## config.mk

```make
export PLATFORM = sky130hd
export DESIGN_NAME = tx_align_encode
export DESIGN_NICKNAME = d
export VERILOG_FILES = /design/src/hdl/tx_pkg.sv /design/src/hdl/pin_sync.sv /design/src/hdl/tx_symbol_encoder.sv /design/src/hdl/tx_align_encode.sv
export SDC_FILE = /design/constraint.sdc
export NUM_CORES = 1
export LEC_CHECK = 0
export ABC_AREA = 1
export ABC_CLOCK_PERIOD_IN_PS = 9850
export BUFFER_PORTS_ARGS = -buffer_cell sky130_fd_sc_hd__clkbuf_2
export CORE_AREA = 2 2 179 181
export CTS_CLUSTER_SIZE = 24
export DETAILED_ROUTE_END_ITERATION = 8
export DIE_AREA = 0 0 181 183
export PLACE_DENSITY = 0.52
export SLEW_MARGIN = 20
export SYNTH_ARGS = -nofsm -noshare
export SYNTH_HDL_FRONTEND = slang
export SYNTH_SLANG_ARGS = --single-unit
```

## constraint.sdc

```tcl
create_clock -name clk_in -period 9.85 [get_ports clk_in]
set_clock_uncertainty 0.05 [all_clocks]
set_input_delay 0.985 -clock clk_in [delete_from_list [all_inputs] [get_ports clk_in]]
set_output_delay 0.985 -clock clk_in [all_outputs]
set_load 0.02 [all_outputs]
```

## src/hdl/tx_pkg.sv

```systemverilog
// Purpose: Shared constants and carriers for the transmit align/encode channel.
// Assumes: One channel per instance; registers reached over AXI4-Lite.
// Notes:   Symbols are tagged words: class in the top two bits, value below.
package tx_pkg;

    // ----------------------------------------------------------------------
    // Bus and register map
    // ----------------------------------------------------------------------
    localparam int         ADDR_W        = 8;
    localparam int         DATA_W        = 32;
    localparam int         STRB_W        = 4;
    localparam logic [7:0] CTRL_ADDR     = 8'h00;
    localparam logic [7:0] STATUS_ADDR   = 8'h04;
    localparam logic [7:0] PHASE_ADDR    = 8'h08;
    localparam int         CTRL_ENC_BIT  = 0;
    localparam int         CTRL_BIST_BIT = 1;
    localparam logic       CTRL_ENC_RST  = 1'b1;
    localparam logic       CTRL_BIST_RST = 1'b0;
    localparam int         ST_FAULT_BIT  = 0;
    localparam int         ST_WSYNC_BIT  = 1;
    localparam int         ST_READY_BIT  = 2;
    localparam logic [1:0] RESP_OKAY     = 2'h0;
    localparam logic [1:0] RESP_SLVERR   = 2'h2;

    // ----------------------------------------------------------------------
    // Character layout and codes
    // ----------------------------------------------------------------------
    localparam int         RAW_W       = 10;
    localparam int         CTL_LSB     = 8;
    localparam logic [1:0] CTL_DATA    = 2'h0;
    localparam logic [1:0] CTL_FILL    = 2'h1;
    localparam logic [1:0] CTL_SPECIAL = 2'h2;
    localparam logic [1:0] CTL_WSYNC   = 2'h3;
    localparam logic [1:0] CLS_DATA    = 2'h0;
    localparam logic [1:0] CLS_SPECIAL = 2'h1;
    localparam logic [1:0] CLS_VIOL    = 2'h2;
    localparam logic [9:0] COMMA_SYM   = {CLS_SPECIAL, 8'hbc};
    localparam logic [9:0] VIOL_SYM    = {CLS_VIOL, 8'he0};
    localparam logic [3:0] WSYNC_FIRST = 4'h1;
    localparam logic [3:0] WSYNC_LAST  = 4'hf;
    localparam int         LFSR_W      = 9;
    localparam int         LFSR_TAP    = 4;
    localparam logic [8:0] LFSR_SEED   = 9'h1ff;

    // ----------------------------------------------------------------------
    // Types
    // ----------------------------------------------------------------------
    typedef enum logic [2:0] {
        BUF_INIT  = 3'b001,
        BUF_RUN   = 3'b010,
        BUF_FAULT = 3'b100
    } buf_state_type;

    typedef struct packed {
        logic              rst_n;
        logic              in_clk;
        logic              ref_clk;
        logic [RAW_W-1:0]  raw;
    } pin_bundle_type;

    typedef struct packed {
        logic              awvalid;
        logic [ADDR_W-1:0] awaddr;
        logic              wvalid;
        logic [DATA_W-1:0] wdata;
        logic [STRB_W-1:0] wstrb;
        logic              bready;
        logic              arvalid;
        logic [ADDR_W-1:0] araddr;
        logic              rready;
    } axi_req_type;

    typedef struct packed {
        logic              awready;
        logic              wready;
        logic              bvalid;
        logic [1:0]        bresp;
        logic              arready;
        logic              rvalid;
        logic [DATA_W-1:0] rdata;
        logic [1:0]        rresp;
    } axi_rsp_type;

endpackage

```

## src/hdl/pin_sync.sv

```systemverilog
// Purpose: Two-stage synchroniser for a bundle of asynchronous pins.
// Assumes: Bits are sampled independently; bundles must be stable near edges.
// Notes:   The first stage feeds only the second stage.
`timescale 1ns/1ps
module pin_sync #(
    parameter int W = 1
) (
    input  wire logic         clk_in,
    input  wire logic         sys_rst_in,
    input  wire logic [W-1:0] pins_in,
    output logic      [W-1:0] pins_out
);
    logic [W-1:0] meta;

    always_ff @(posedge clk_in or posedge sys_rst_in) begin
        if (sys_rst_in) begin
            meta     <= '0;
            pins_out <= '0;
        end else begin
            meta     <= pins_in;
            pins_out <= meta;
        end
    end
endmodule

```

## src/hdl/tx_symbol_encoder.sv

```systemverilog
// Purpose: Pick the outgoing transmission symbol for one character slot.
// Assumes: Code tables sit downstream; symbols here are class-tagged values.
// Notes:   Purely combinational; the caller registers the result.
`timescale 1ns/1ps
module tx_symbol_encoder (
    input  wire logic                   enc_en_in,
    input  wire logic                   fault_in,
    input  wire logic                   bist_in,
    input  wire logic                   fill_in,
    input  wire logic [tx_pkg::RAW_W-1:0]  raw_in,
    input  wire logic [tx_pkg::LFSR_W-1:0] bist_word_in,
    output logic      [tx_pkg::RAW_W-1:0]  symbol_out
);
    import tx_pkg::*;

    always_comb begin
        if (fault_in) begin
            symbol_out = VIOL_SYM;
        end else if (bist_in) begin
            symbol_out = {1'b0, bist_word_in};
        end else if (fill_in) begin
            symbol_out = COMMA_SYM;
        end else if (!enc_en_in) begin
            symbol_out = raw_in;
        end else begin
            case (raw_in[RAW_W-1:CTL_LSB])
                CTL_DATA: begin
                    symbol_out = {CLS_DATA, raw_in[CTL_LSB-1:0]};
                end
                CTL_SPECIAL: begin
                    symbol_out = {CLS_SPECIAL, raw_in[CTL_LSB-1:0]};
                end
                default: begin
                    symbol_out = COMMA_SYM;
                end
            endcase
        end
    end
endmodule

```

## src/hdl/tx_align_encode.sv

```systemverilog
// Purpose: Transmit front end of one channel: capture, phase align, encode.
// Assumes: clk_in at 250 MHz oversamples the input and reference clocks.
// Notes:   Instantiate once per channel; channels share nothing.
//
// What this block does
// - Capture eight character and two control bits each rising input edge
// - Bypass passes all ten bits unchanged, control on top
// - Shift each symbol out least significant bit first
// - Encoding uses control bits to choose the symbol
// - Characters cross through a phase-align buffer
// - Reset sampled low initialises the buffer
// - Reset release records input phase as centre
// - Reset is synchronised before any logic uses it
// - Drift within half a character is tolerated
// - Excess skew sets a sticky fault until reset or word sync
// - Fault sends violation symbols instead of data
// - Word sync during fault recentres and clears fault
// - Buffer reset may insert comma fill only
// - Encoder emits raw, data or special symbol
// - Buffer overflow or underflow forces violation symbol
// - Self-test sends pseudo-random pattern instead of host
// - Comma emitted singly or within word sync
// - Control pair selects data, fill, special, sync
// - Word sync runs sixteen commas, input ignored
`timescale 1ns/1ps
module tx_align_encode #(
    parameter int PHASE_W = 8
) (
    input  wire logic                      clk_in,
    input  wire logic                      sys_rst_in,
    input  wire logic                      tx_input_clock_in,
    input  wire logic                      char_ref_clock_in,
    input  wire logic                      tx_path_reset_n_in,
    input  wire logic [7:0]                tx_char_in,
    input  wire logic [1:0]                tx_ctl_in,
    input  wire tx_pkg::axi_req_type       axi_in,
    output tx_pkg::axi_rsp_type            axi_out,
    output logic [tx_pkg::RAW_W-1:0]       tx_symbol_out,
    output logic                           tx_serial_out,
    output logic                           tx_fault_flag_out,
    output logic                           tx_wsync_active_out
);
    import tx_pkg::*;

    // ----------------------------------------------------------------------
    // State
    // ----------------------------------------------------------------------
    typedef struct packed {
        logic                       in_clk_d;
        logic                       ref_d;
        logic [RAW_W-1:0]           din_d;
        logic [RAW_W-1:0]           hold;
        logic [RAW_W-1:0]           buf_word;
        logic                       buf_full;
        buf_state_type              bstate;
        logic [PHASE_W-1:0]         ref_phase;
        logic [PHASE_W-1:0]         ref_period;
        logic [PHASE_W-1:0]         centre;
        logic [PHASE_W-1:0]         last_phase;
        logic signed [PHASE_W+1:0]  drift;
        logic                       tx_fault;
        logic                       ws_on;
        logic [3:0]                 ws_cnt;
        logic [LFSR_W-1:0]          lfsr;
        logic [RAW_W-1:0]           sym;
        logic [RAW_W-1:0]           shift;
        logic                       serial;
        logic                       enc_en;
        logic                       bist_en;
        logic                       aw_got;
        logic [ADDR_W-1:0]          aw_addr;
        logic                       w_got;
        logic [DATA_W-1:0]          wdata;
        logic [STRB_W-1:0]          wstrb;
        axi_rsp_type                rsp;
    } main_state_type;

    main_state_type             st;
    main_state_type             nx;
    pin_bundle_type             pins;
    pin_bundle_type             sy;
    logic                       in_edge;
    logic                       ref_edge;
    logic                       fault_now;
    logic                       ws_req;
    logic                       over;
    logic signed [PHASE_W+1:0]  period_s;
    logic signed [PHASE_W+1:0]  half_s;
    logic signed [PHASE_W+1:0]  step;
    logic signed [PHASE_W+1:0]  drift_nx;
    logic [PHASE_W+1:0]         mag;
    logic [RAW_W-1:0]           enc_sym;

    // ----------------------------------------------------------------------
    // Pin synchronisation
    // ----------------------------------------------------------------------
    // Data is synchronised alongside its clock so both see the same delay.
    assign pins = '{rst_n:   tx_path_reset_n_in,
                    in_clk:  tx_input_clock_in,
                    ref_clk: char_ref_clock_in,
                    raw:     {tx_ctl_in, tx_char_in}};

    pin_sync #(
        .W($bits(pin_bundle_type))
    ) u_sync (
        .clk_in     (clk_in),
        .sys_rst_in (sys_rst_in),
        .pins_in    (pins),
        .pins_out   (sy)
    );

    assign in_edge   = sy.in_clk & ~st.in_clk_d;
    assign ref_edge  = sy.ref_clk & ~st.ref_d;
    assign fault_now = (st.bstate == BUF_FAULT);
    assign ws_req    = st.enc_en & st.buf_full & (st.buf_word[RAW_W-1:CTL_LSB] == CTL_WSYNC);

    // ----------------------------------------------------------------------
    // Phase tracking
    // ----------------------------------------------------------------------
    // Each step is folded into half a period, so the sum tracks true drift.
    always_comb begin
        period_s = $signed({2'b00, st.ref_period});
        half_s   = $signed({3'b000, st.ref_period[PHASE_W-1:1]});
        step     = $signed({2'b00, st.ref_phase}) - $signed({2'b00, st.last_phase});
        if (step > half_s) begin
            step = step - period_s;
        end else if (step < -half_s) begin
            step = step + period_s;
        end
        drift_nx = st.drift + step;
        mag      = (drift_nx < 0) ? $unsigned(-drift_nx) : $unsigned(drift_nx);
        over     = ({mag, 1'b0} > {1'b0, $unsigned(period_s)});
    end

    tx_symbol_encoder u_enc (
        .enc_en_in    (st.enc_en),
        .fault_in     (fault_now),
        .bist_in      (st.bist_en),
        .fill_in      (~st.buf_full | st.ws_on | ws_req),
        .raw_in       (st.buf_word),
        .bist_word_in (st.lfsr),
        .symbol_out   (enc_sym)
    );

    // ----------------------------------------------------------------------
    // Next state
    // ----------------------------------------------------------------------
    always_comb begin
        nx          = st;
        nx.in_clk_d = sy.in_clk;
        nx.ref_d    = sy.ref_clk;
        nx.din_d    = sy.raw;

        if (ref_edge) begin
            nx.ref_period = st.ref_phase + 1'b1;
            nx.ref_phase  = '0;
        end else if (st.ref_phase != '1) begin
            nx.ref_phase = st.ref_phase + 1'b1;
        end

        // The value one sample before the edge is captured, since the host
        // may change its data right after its own clock rises.
        if (in_edge) begin
            nx.hold = st.din_d;
            if (!sy.rst_n) begin
                nx.bstate   = BUF_INIT;
                nx.buf_full = 1'b0;
                nx.drift    = '0;
            end else begin
                case (st.bstate)
                    BUF_INIT: begin
                        nx.centre     = st.ref_phase;
                        nx.last_phase = st.ref_phase;
                        nx.drift      = '0;
                        nx.bstate     = BUF_RUN;
                    end
                    BUF_RUN: begin
                        nx.buf_word   = st.hold;
                        nx.buf_full   = 1'b1;
                        nx.last_phase = st.ref_phase;
                        nx.drift      = drift_nx;
                        if (over) begin
                            nx.bstate = BUF_FAULT;
                        end
                    end
                    BUF_FAULT: begin
                        if (st.enc_en && st.hold[RAW_W-1:CTL_LSB] == CTL_WSYNC) begin
                            nx.centre     = st.ref_phase;
                            nx.last_phase = st.ref_phase;
                            nx.drift      = '0;
                            nx.bstate     = BUF_RUN;
                        end
                    end
                    default: begin
                        nx.bstate = BUF_INIT;
                    end
                endcase
            end
        end

        if (ref_edge) begin
            nx.tx_fault = fault_now;
            nx.sym      = enc_sym;
            nx.shift    = enc_sym;
            if (st.bist_en && !fault_now) begin
                nx.lfsr = {st.lfsr[LFSR_W-2:0],
                           st.lfsr[LFSR_W-1] ^ st.lfsr[LFSR_TAP]};
            end
            if (st.ws_on) begin
                if (st.ws_cnt == WSYNC_LAST) begin
                    nx.ws_on  = 1'b0;
                    nx.ws_cnt = '0;
                end else begin
                    nx.ws_cnt = st.ws_cnt + 4'h1;
                end
            end else if (ws_req && !fault_now && !st.bist_en) begin
                nx.ws_on  = 1'b1;
                nx.ws_cnt = WSYNC_FIRST;
            end
        end else begin
            nx.shift = {1'b0, st.shift[RAW_W-1:1]};
        end
        nx.serial = st.shift[0];

        // Write channel: address and data are taken in either order.
        if (axi_in.awvalid && st.rsp.awready) begin
            nx.aw_got  = 1'b1;
            nx.aw_addr = axi_in.awaddr;
        end
        if (axi_in.wvalid && st.rsp.wready) begin
            nx.w_got = 1'b1;
            nx.wdata = axi_in.wdata;
            nx.wstrb = axi_in.wstrb;
        end
        if (st.rsp.bvalid && axi_in.bready) begin
            nx.rsp.bvalid = 1'b0;
        end
        if (st.aw_got && st.w_got && !st.rsp.bvalid) begin
            nx.rsp.bvalid = 1'b1;
            nx.rsp.bresp  = RESP_OKAY;
            nx.aw_got     = 1'b0;
            nx.w_got      = 1'b0;
            case (st.aw_addr)
                CTRL_ADDR: begin
                    if (st.wstrb[0]) begin
                        nx.enc_en  = st.wdata[CTRL_ENC_BIT];
                        nx.bist_en = st.wdata[CTRL_BIST_BIT];
                        if (!st.wdata[CTRL_BIST_BIT]) begin
                            nx.lfsr = LFSR_SEED;
                        end
                    end
                end
                STATUS_ADDR, PHASE_ADDR: begin
                    nx.rsp.bresp = RESP_OKAY;
                end
                default: begin
                    nx.rsp.bresp = RESP_SLVERR;
                end
            endcase
        end
        nx.rsp.awready = ~nx.aw_got & ~nx.rsp.bvalid & ~(st.aw_got & st.w_got);
        nx.rsp.wready  = ~nx.w_got & ~nx.rsp.bvalid & ~(st.aw_got & st.w_got);

        if (st.rsp.rvalid && axi_in.rready) begin
            nx.rsp.rvalid = 1'b0;
        end
        if (axi_in.arvalid && st.rsp.arready) begin
            nx.rsp.rvalid = 1'b1;
            nx.rsp.rdata  = '0;
            nx.rsp.rresp  = RESP_OKAY;
            case (axi_in.araddr)
                CTRL_ADDR: begin
                    nx.rsp.rdata[CTRL_ENC_BIT]  = st.enc_en;
                    nx.rsp.rdata[CTRL_BIST_BIT] = st.bist_en;
                end
                STATUS_ADDR: begin
                    nx.rsp.rdata[ST_FAULT_BIT] = st.tx_fault;
                    nx.rsp.rdata[ST_WSYNC_BIT] = st.ws_on;
                    nx.rsp.rdata[ST_READY_BIT] = st.buf_full;
                end
                PHASE_ADDR: begin
                    nx.rsp.rdata[PHASE_W-1:0] = st.centre;
                end
                default: begin
                    nx.rsp.rresp = RESP_SLVERR;
                end
            endcase
        end
        nx.rsp.arready = ~nx.rsp.rvalid;
    end

    always_ff @(posedge clk_in or posedge sys_rst_in) begin
        if (sys_rst_in) begin
            st             <= '0;
            st.bstate      <= BUF_INIT;
            st.lfsr        <= LFSR_SEED;
            st.enc_en      <= CTRL_ENC_RST;
            st.bist_en     <= CTRL_BIST_RST;
            st.rsp.awready <= 1'b1;
            st.rsp.wready  <= 1'b1;
            st.rsp.arready <= 1'b1;
        end else begin
            st <= nx;
        end
    end

    assign axi_out             = st.rsp;
    assign tx_symbol_out       = st.sym;
    assign tx_serial_out       = st.serial;
    assign tx_fault_flag_out   = st.tx_fault;
    assign tx_wsync_active_out = st.ws_on;
endmodule

```

# Word level (Yosys, flattened, before mapping)

Index checks and enable logic that the tools add are counted.

Flip-flop bits (word level): 205
Input bits: 72
Logic and storage cells: 159
Output and inout port bits: 54

Equality and inequality tests: 17
Add/subtract/negate cells: 8
Reduce and logical (&&, ||, !) cells: 31
Bitwise gates (word level): 20
Order comparisons: 4
Multiplexer cells: 43

Operator list:

| kind                | number |
|---|---|
| $mux 10             | 9 |
| $mux 9              | 6 |
| $pmux 18 s3         | 1 |
| $mux 37             | 1 |
| $mux 35             | 1 |
| $mux 26             | 1 |
| $mux 19             | 1 |
| $pmux 9 s2          | 1 |
| $eq 8x3->1 const B  | 2 |
| $eq 8x4->1 const B  | 2 |
| $logic_not 8->1     | 2 |
| $mux 8              | 2 |
| $pmux 8 s2          | 1 |
| $mux 5              | 3 |
| $reduce_and 3->1    | 4 |
| $gt 11x8->1         | 1 |
| $logic_and 1x1->1   | 11 |
| $add 10x10->10      | 1 |
| $add 9x9->10        | 1 |
| $lt 10x1->1 const B | 1 |
| $lt 9x10->1         | 1 |
| $neg 10->10         | 1 |
| $neg 7->10          | 1 |
| $sub 9x9->10        | 1 |
| other kinds (32)    | 67 |

# Logic depth before layout (Yosys ltp)

Depth in word-level cells: 11
Mapped depth: 48
Mapped depth without buffers: 47

# Cells and area by module

Synthesis repeated with hierarchy kept, for this count alone.

Cells, all modules: 1084
Area total of the unflattened synthesis: 9238.9 µm²

By module, submodules not included:

| module            | area each (µm²) | seq. area each (µm²) | cells each | instances |
|---|---|---|---|---|
| tx_align_encode   | 8406.8          | 3621.0               | 1016       | 1 |
| pin_sync          | 654.4           | 650.6                | 27         | 1 |
| tx_symbol_encoder | 177.7           | 0.0                  | 41         | 1 |

# Worst setup path after synthesis

OpenSTA, ideal clock, no wires.

Path kind: flip-flop to flip-flop
Start: register st[159] (netlist name)
End: register st[168] (netlist name)
Period minus slack after synthesis: 5780 ps
Required time: 9672 ps
Library setup time: 128 ps
Stages on the path, launching flop included: 47
Arrival: 5602 ps
Slack: 4070 ps
Path buffers: 1
Cell sequence: dfrtp_1 inv_1 ha_1 inv_1 fa_1 nand3_1 nand2_1 a21o_1 a21oi_2 xor2_1 inv_1 ha_1 nand2_2 inv_2 nand2_2 nand3_2 nand2_2 nand2_2 [11 not listed] inv_1 nand3_2 nand2_4 inv_4 nor2_2 xor2_1 inv_1 ha_1 nand2_1 nor2_1 a211oi_1 o21ai_0 a21oi_1 o21a_1 nand3_2 nand2_2 nand2_1 nand2_1

Cells in the longest elaborated chain, start to end: 10
Elaborated cells on any way between the ends: 14
Those cells by class: add/sub: 5; order compare: 4; eq/ne: 1; mux: 3; reduce/logical: 1

Ends and longest elaborated chain:

| item                                        | line                                           | RTL |
|---|---|---|
| from (decl)                                 | tx_align_encode.sv:78                          | `main_state_type st;` |
| from (signal assigned)                      | tx_align_encode.sv:303                         | `st <= nx;` |
| $sub 8x8->9 *                               | tx_align_encode.sv:124                         | `step = $signed({2'b00, st.ref_phase}) - $signed({2'b00, st.last_phase});` |
| $add 9x9->10 or $lt 9x10->1 (tied branches) | tx_align_encode.sv:128, tx_align_encode.sv:127 |  |
| $mux 10                                     | tx_align_encode.sv:127                         | `end else if (step < -half_s) begin` |
| $mux 10 *                                   | tx_align_encode.sv:125                         | `if (step > half_s) begin` |
| $add 10x10->10 *                            | tx_align_encode.sv:130                         | `drift_nx = st.drift + step;` |
| $neg 10->10 or $lt 10x1->1 (tied branches)  | tx_align_encode.sv:131                         | `mag = (drift_nx < 0) ? $unsigned(-drift_nx) : $unsigned(drift_nx);` |
| $mux 10 *                                   | tx_align_encode.sv:131                         |  |
| $gt 11x8->1 *                               | tx_align_encode.sv:132                         | `over = ({mag, 1'b0} > {1'b0, $unsigned(period_s)});` |
| $ne 3x3->1 (no line) *                      | -                                              |  |
| $reduce_and 3->1 (no line) *                | -                                              |  |

Mark *: on every way between the ends. The rest lies on a longest branch, timed or not.
A chain may end at the register's enable or synchronous reset.

# Worst setup path after layout

Same ends and word-level chain as after synthesis.

==> metrics.md <==
| Metric | Value |
|---|---|
| Worst Path Arrival | 7.00 ns |
| Status | finished, final reports clean |
| Worst path slowest cell | nand2_1 |
| Wire length of the first global-routing pass | 32.6 mm |
| Worst-path clk slew | 0.07 ns |
| Setup_tns | 0 ns |
| Library cell occupying the most area in the post-synthesis netlist | dfrtp_1 |
| Area added between synthesis and finish | 12.0% |
| Number of warnings issued by yosys | 0 |
| Largest net degree at the start of global routing | 109 |
| Filler cell count in the final layout | 3288 |
| Number of hold buffers added after CTS | 0 |
| Num ports | roughly 130 |
| Crit Path Category | register to register |
| Total Wirelength | 19.5 mm |
| Hold/Removal Path Class | register to register |
| Number of global-route vias before repair | 6598 |
| Area of placed instances | 9740 um^2 |
| Cell at the root of the clock tree | clkbuf_16 |
| Fmax | 0.149 GHz |
| Vertical die dimension | 183 um |
| Gate Count Post-Synth | 1041 |
| Final clock period utilization by the worst path | 0.680 |
| Unique cell type count in the Yosys netlist | 51 |
| Max Buffers Root-to-Sink | 2 |
| Latest clock arrival within the worst-skew pair | 0.43 ns |
| Leading cell types by total area after synthesis | dfrtp_1, nand2_1, ha_1, inv_1, buf_4 |
| Maximum level of the CTS H-tree | 4 |
| Post-synth EDFFs | 0 |
| Number of search-and-repair iterations in the first detailed-routing pass | 5 |
| Routed wire length per instance | about 13 um |
| Total half-perimeter wirelength after legalization and detailed placement | 14.7 mm |
| Cell Rows | 65 |
| Cell mode on critical path | nand2_1 |
| Unrepaired setup endpoints after global routing | false |
| Startpoint kind of the worst setup timing path | register |
| Starting density of the core | 0.296 |
| Total number of vias | around 6.6k |
| Port-buffer cells | 66 |
| DRT antenna net count | 0 |
| Violation count after the first detailed-routing iteration | 378 |
| Share of post-route cells with drive strength above 1 | 0.160 |
| Worst slew margin | 0.362 |
| Post-CTS Setup Repair Bufs | 0 |
| Final core utilization | 0.331 |
| Placement-stage worst setup slack | 3.14 ns |
| Slew at the pin closest to its max-slew limit | 0.957 ns |
| Number of buffers inserted during clock tree synthesis | 17 |
| Final Hold Vio Count | 0 |
| Number of antenna repair diodes | 0 |
| Area inside the core boundary | between 30000 and 40000 um^2 |
| Primary flip-flop cell chosen by synthesis mapping | dfrtp_1 |
| Overall global routing resource usage | 0.123 |
| Horizontal die dimension | 181 um |
| Sequential-to-total area share from yosys stat | 0.462 |
| Final net count | about 1.2k |
| Kind of end point of the critical path | register |
| Synthesized area per cell | 8.88 um^2 |
| Fin worst setup slack | 3.15 ns |
| Netlist area before placement | 9240 um^2 |
| Clock tree sinks | 170 |
| Initial antenna violation count | 0 |
| Critical path fanouts, max | 13 |
| Synth async-reset ratio | 1.00 |
| Number of max-slew violations in the final report | 0 |
| Min Tclk post-route | 6.70 ns |
| Max_cap viols | 0 |
| Clock tree from TritonCTS | done |
| Required time worst endpoint | 10.16 ns |
| Final weighted congestion in routability-driven placement | ~0.83 |
| Post-cts gate resize count | 0 |
| Total global routing overflow | 0 |
| Flip-flop and latch count after synthesis | between 150 and 200 |
| Final instance area | 10400 um^2 |
| Largest incremental delay on the critical path | around 0.41 ns |
| Share of the synthesized area in the top cell type | 0.422 |
| Routed via count divided by cell count | 4.39 |
| Final number of setup-violating endpoints | 0 |
| DRC | 0 |
| Floorplan die area | 33100 um^2 |
metrics by stage:
step,hold WS [ns],instances
floorplan,0.281,1066
finish,0.297,1499
CTS,0.300,1499
detailed placement,0.285,1468
global placement,0.283,1468
global route,0.305,1499
worst max-delay path, delay by kind of cell, from the launching register on:
| family | cells | cell delay, ns |
|---|---|---|
| AND/OR/NAND/NOR | 18 | 1.85 |
| XOR/XNOR | 3 | 0.50 |
| adder cells (fa/ha/maj) | 5 | 1.52 |
| AO/OA/AOI/OAI | 11 | 1.73 |
| flip-flops | 1 | 0.40 |
| buffers and inverters | 7 | 0.58 |
layer usage:
| metal | wire length, um | vias up | track usage |
|---|---|---|---|
| met3 | 683 | 22 | 0.0216 |
| met1 | 9680 | 3068 | 0.169 |
| li1 | - | 3387 | - |
| met4 | 284 | 0 | 0.0397 |
| met5 | 0 | - | 0 |
| met2 | 8820 | 109 | 0.198 |
worst paths after layout:
check | startpoint | to | slack [ns] | cells past startpoint
setup / recovery | st[159] | st[168] | 3.15 | 44
hold / removal | u_sync.pins_out[4] | st[195] | 0.30 | 0
setup reg to reg | st[159] | st[168] | 3.15 | 44
hold reg to reg | u_sync.pins_out[4] | st[195] | 0.30 | 0
max in group asynchronous | sys_rst_in | st[178] | 7.64 | 3
min in group asynchronous | sys_rst_in | u_sync.meta[10] | 0.72 | 2
registers in the layout, summed over array words and instances (netlist names):
signal               count
tx_fault_flag_out        1
tx_wsync_active_out      1
u_sync.meta             13
tx_symbol_out           10
half_s                   7
u_sync.pins_out         13
period_s                 1
nx                       1
st                     107
axi_out                 15
tx_serial_out            1
synth_stat cells, drive strengths merged, types with 14 or more instances:
cell	instances
inv	142
a21oi	51
nand2	232
buf	54
o21ai	73
xor2	37
dfstp	14
nor3	14
ha	61
nor2	58
dfrtp	156
clkbuf	15
nand3	49
cell families (layout without fill, tap and decap cells):
kind of cell	count (synthesis)	in the layout	share of synthesized area
simple gates	365	365	0.172
buf+inv	212	243	0.108
compound gates	175	175	0.113
flops	170	170	0.462
fa+ha+maj	65	65	0.0912
xor+xnor	41	41	0.0388
mux	12	12	0.0145
other cells	1	26	0.000406
layout by cell type, fill, tap and decap left out, types with 26 or more instances in the layout:
cell / Yosys / routed
ha_1: 61 / 61
o21ai_0: 67 / 67
clkbuf_2: 0 / 66
xor2_1: 37 / 37
conb_1: 1 / 26
a21oi_1: 48 / 48
nand2_1: 212 / 212
nor2_1: 53 / 52
dfrtp_1: 156 / 156
nand3_1: 43 / 43
inv_1: 133 / 132
final cells by class:
type / count / area [um^2] / share of cell area
tap: 402 / 503 / 0.0486
sequential: 170 / 4270 / 0.413
inverter: 143 / 544 / 0.0526
multi-input combinational: 684 / 4070 / 0.393
clock inverter: 14 / 189 / 0.0182
clock buffer: 17 / 425 / 0.0411
timing repair buffer: 69 / 353 / 0.0341
Power is not shown: default switching activity piles up to over one toggle a cycle in this logic, so the estimate is an artifact.
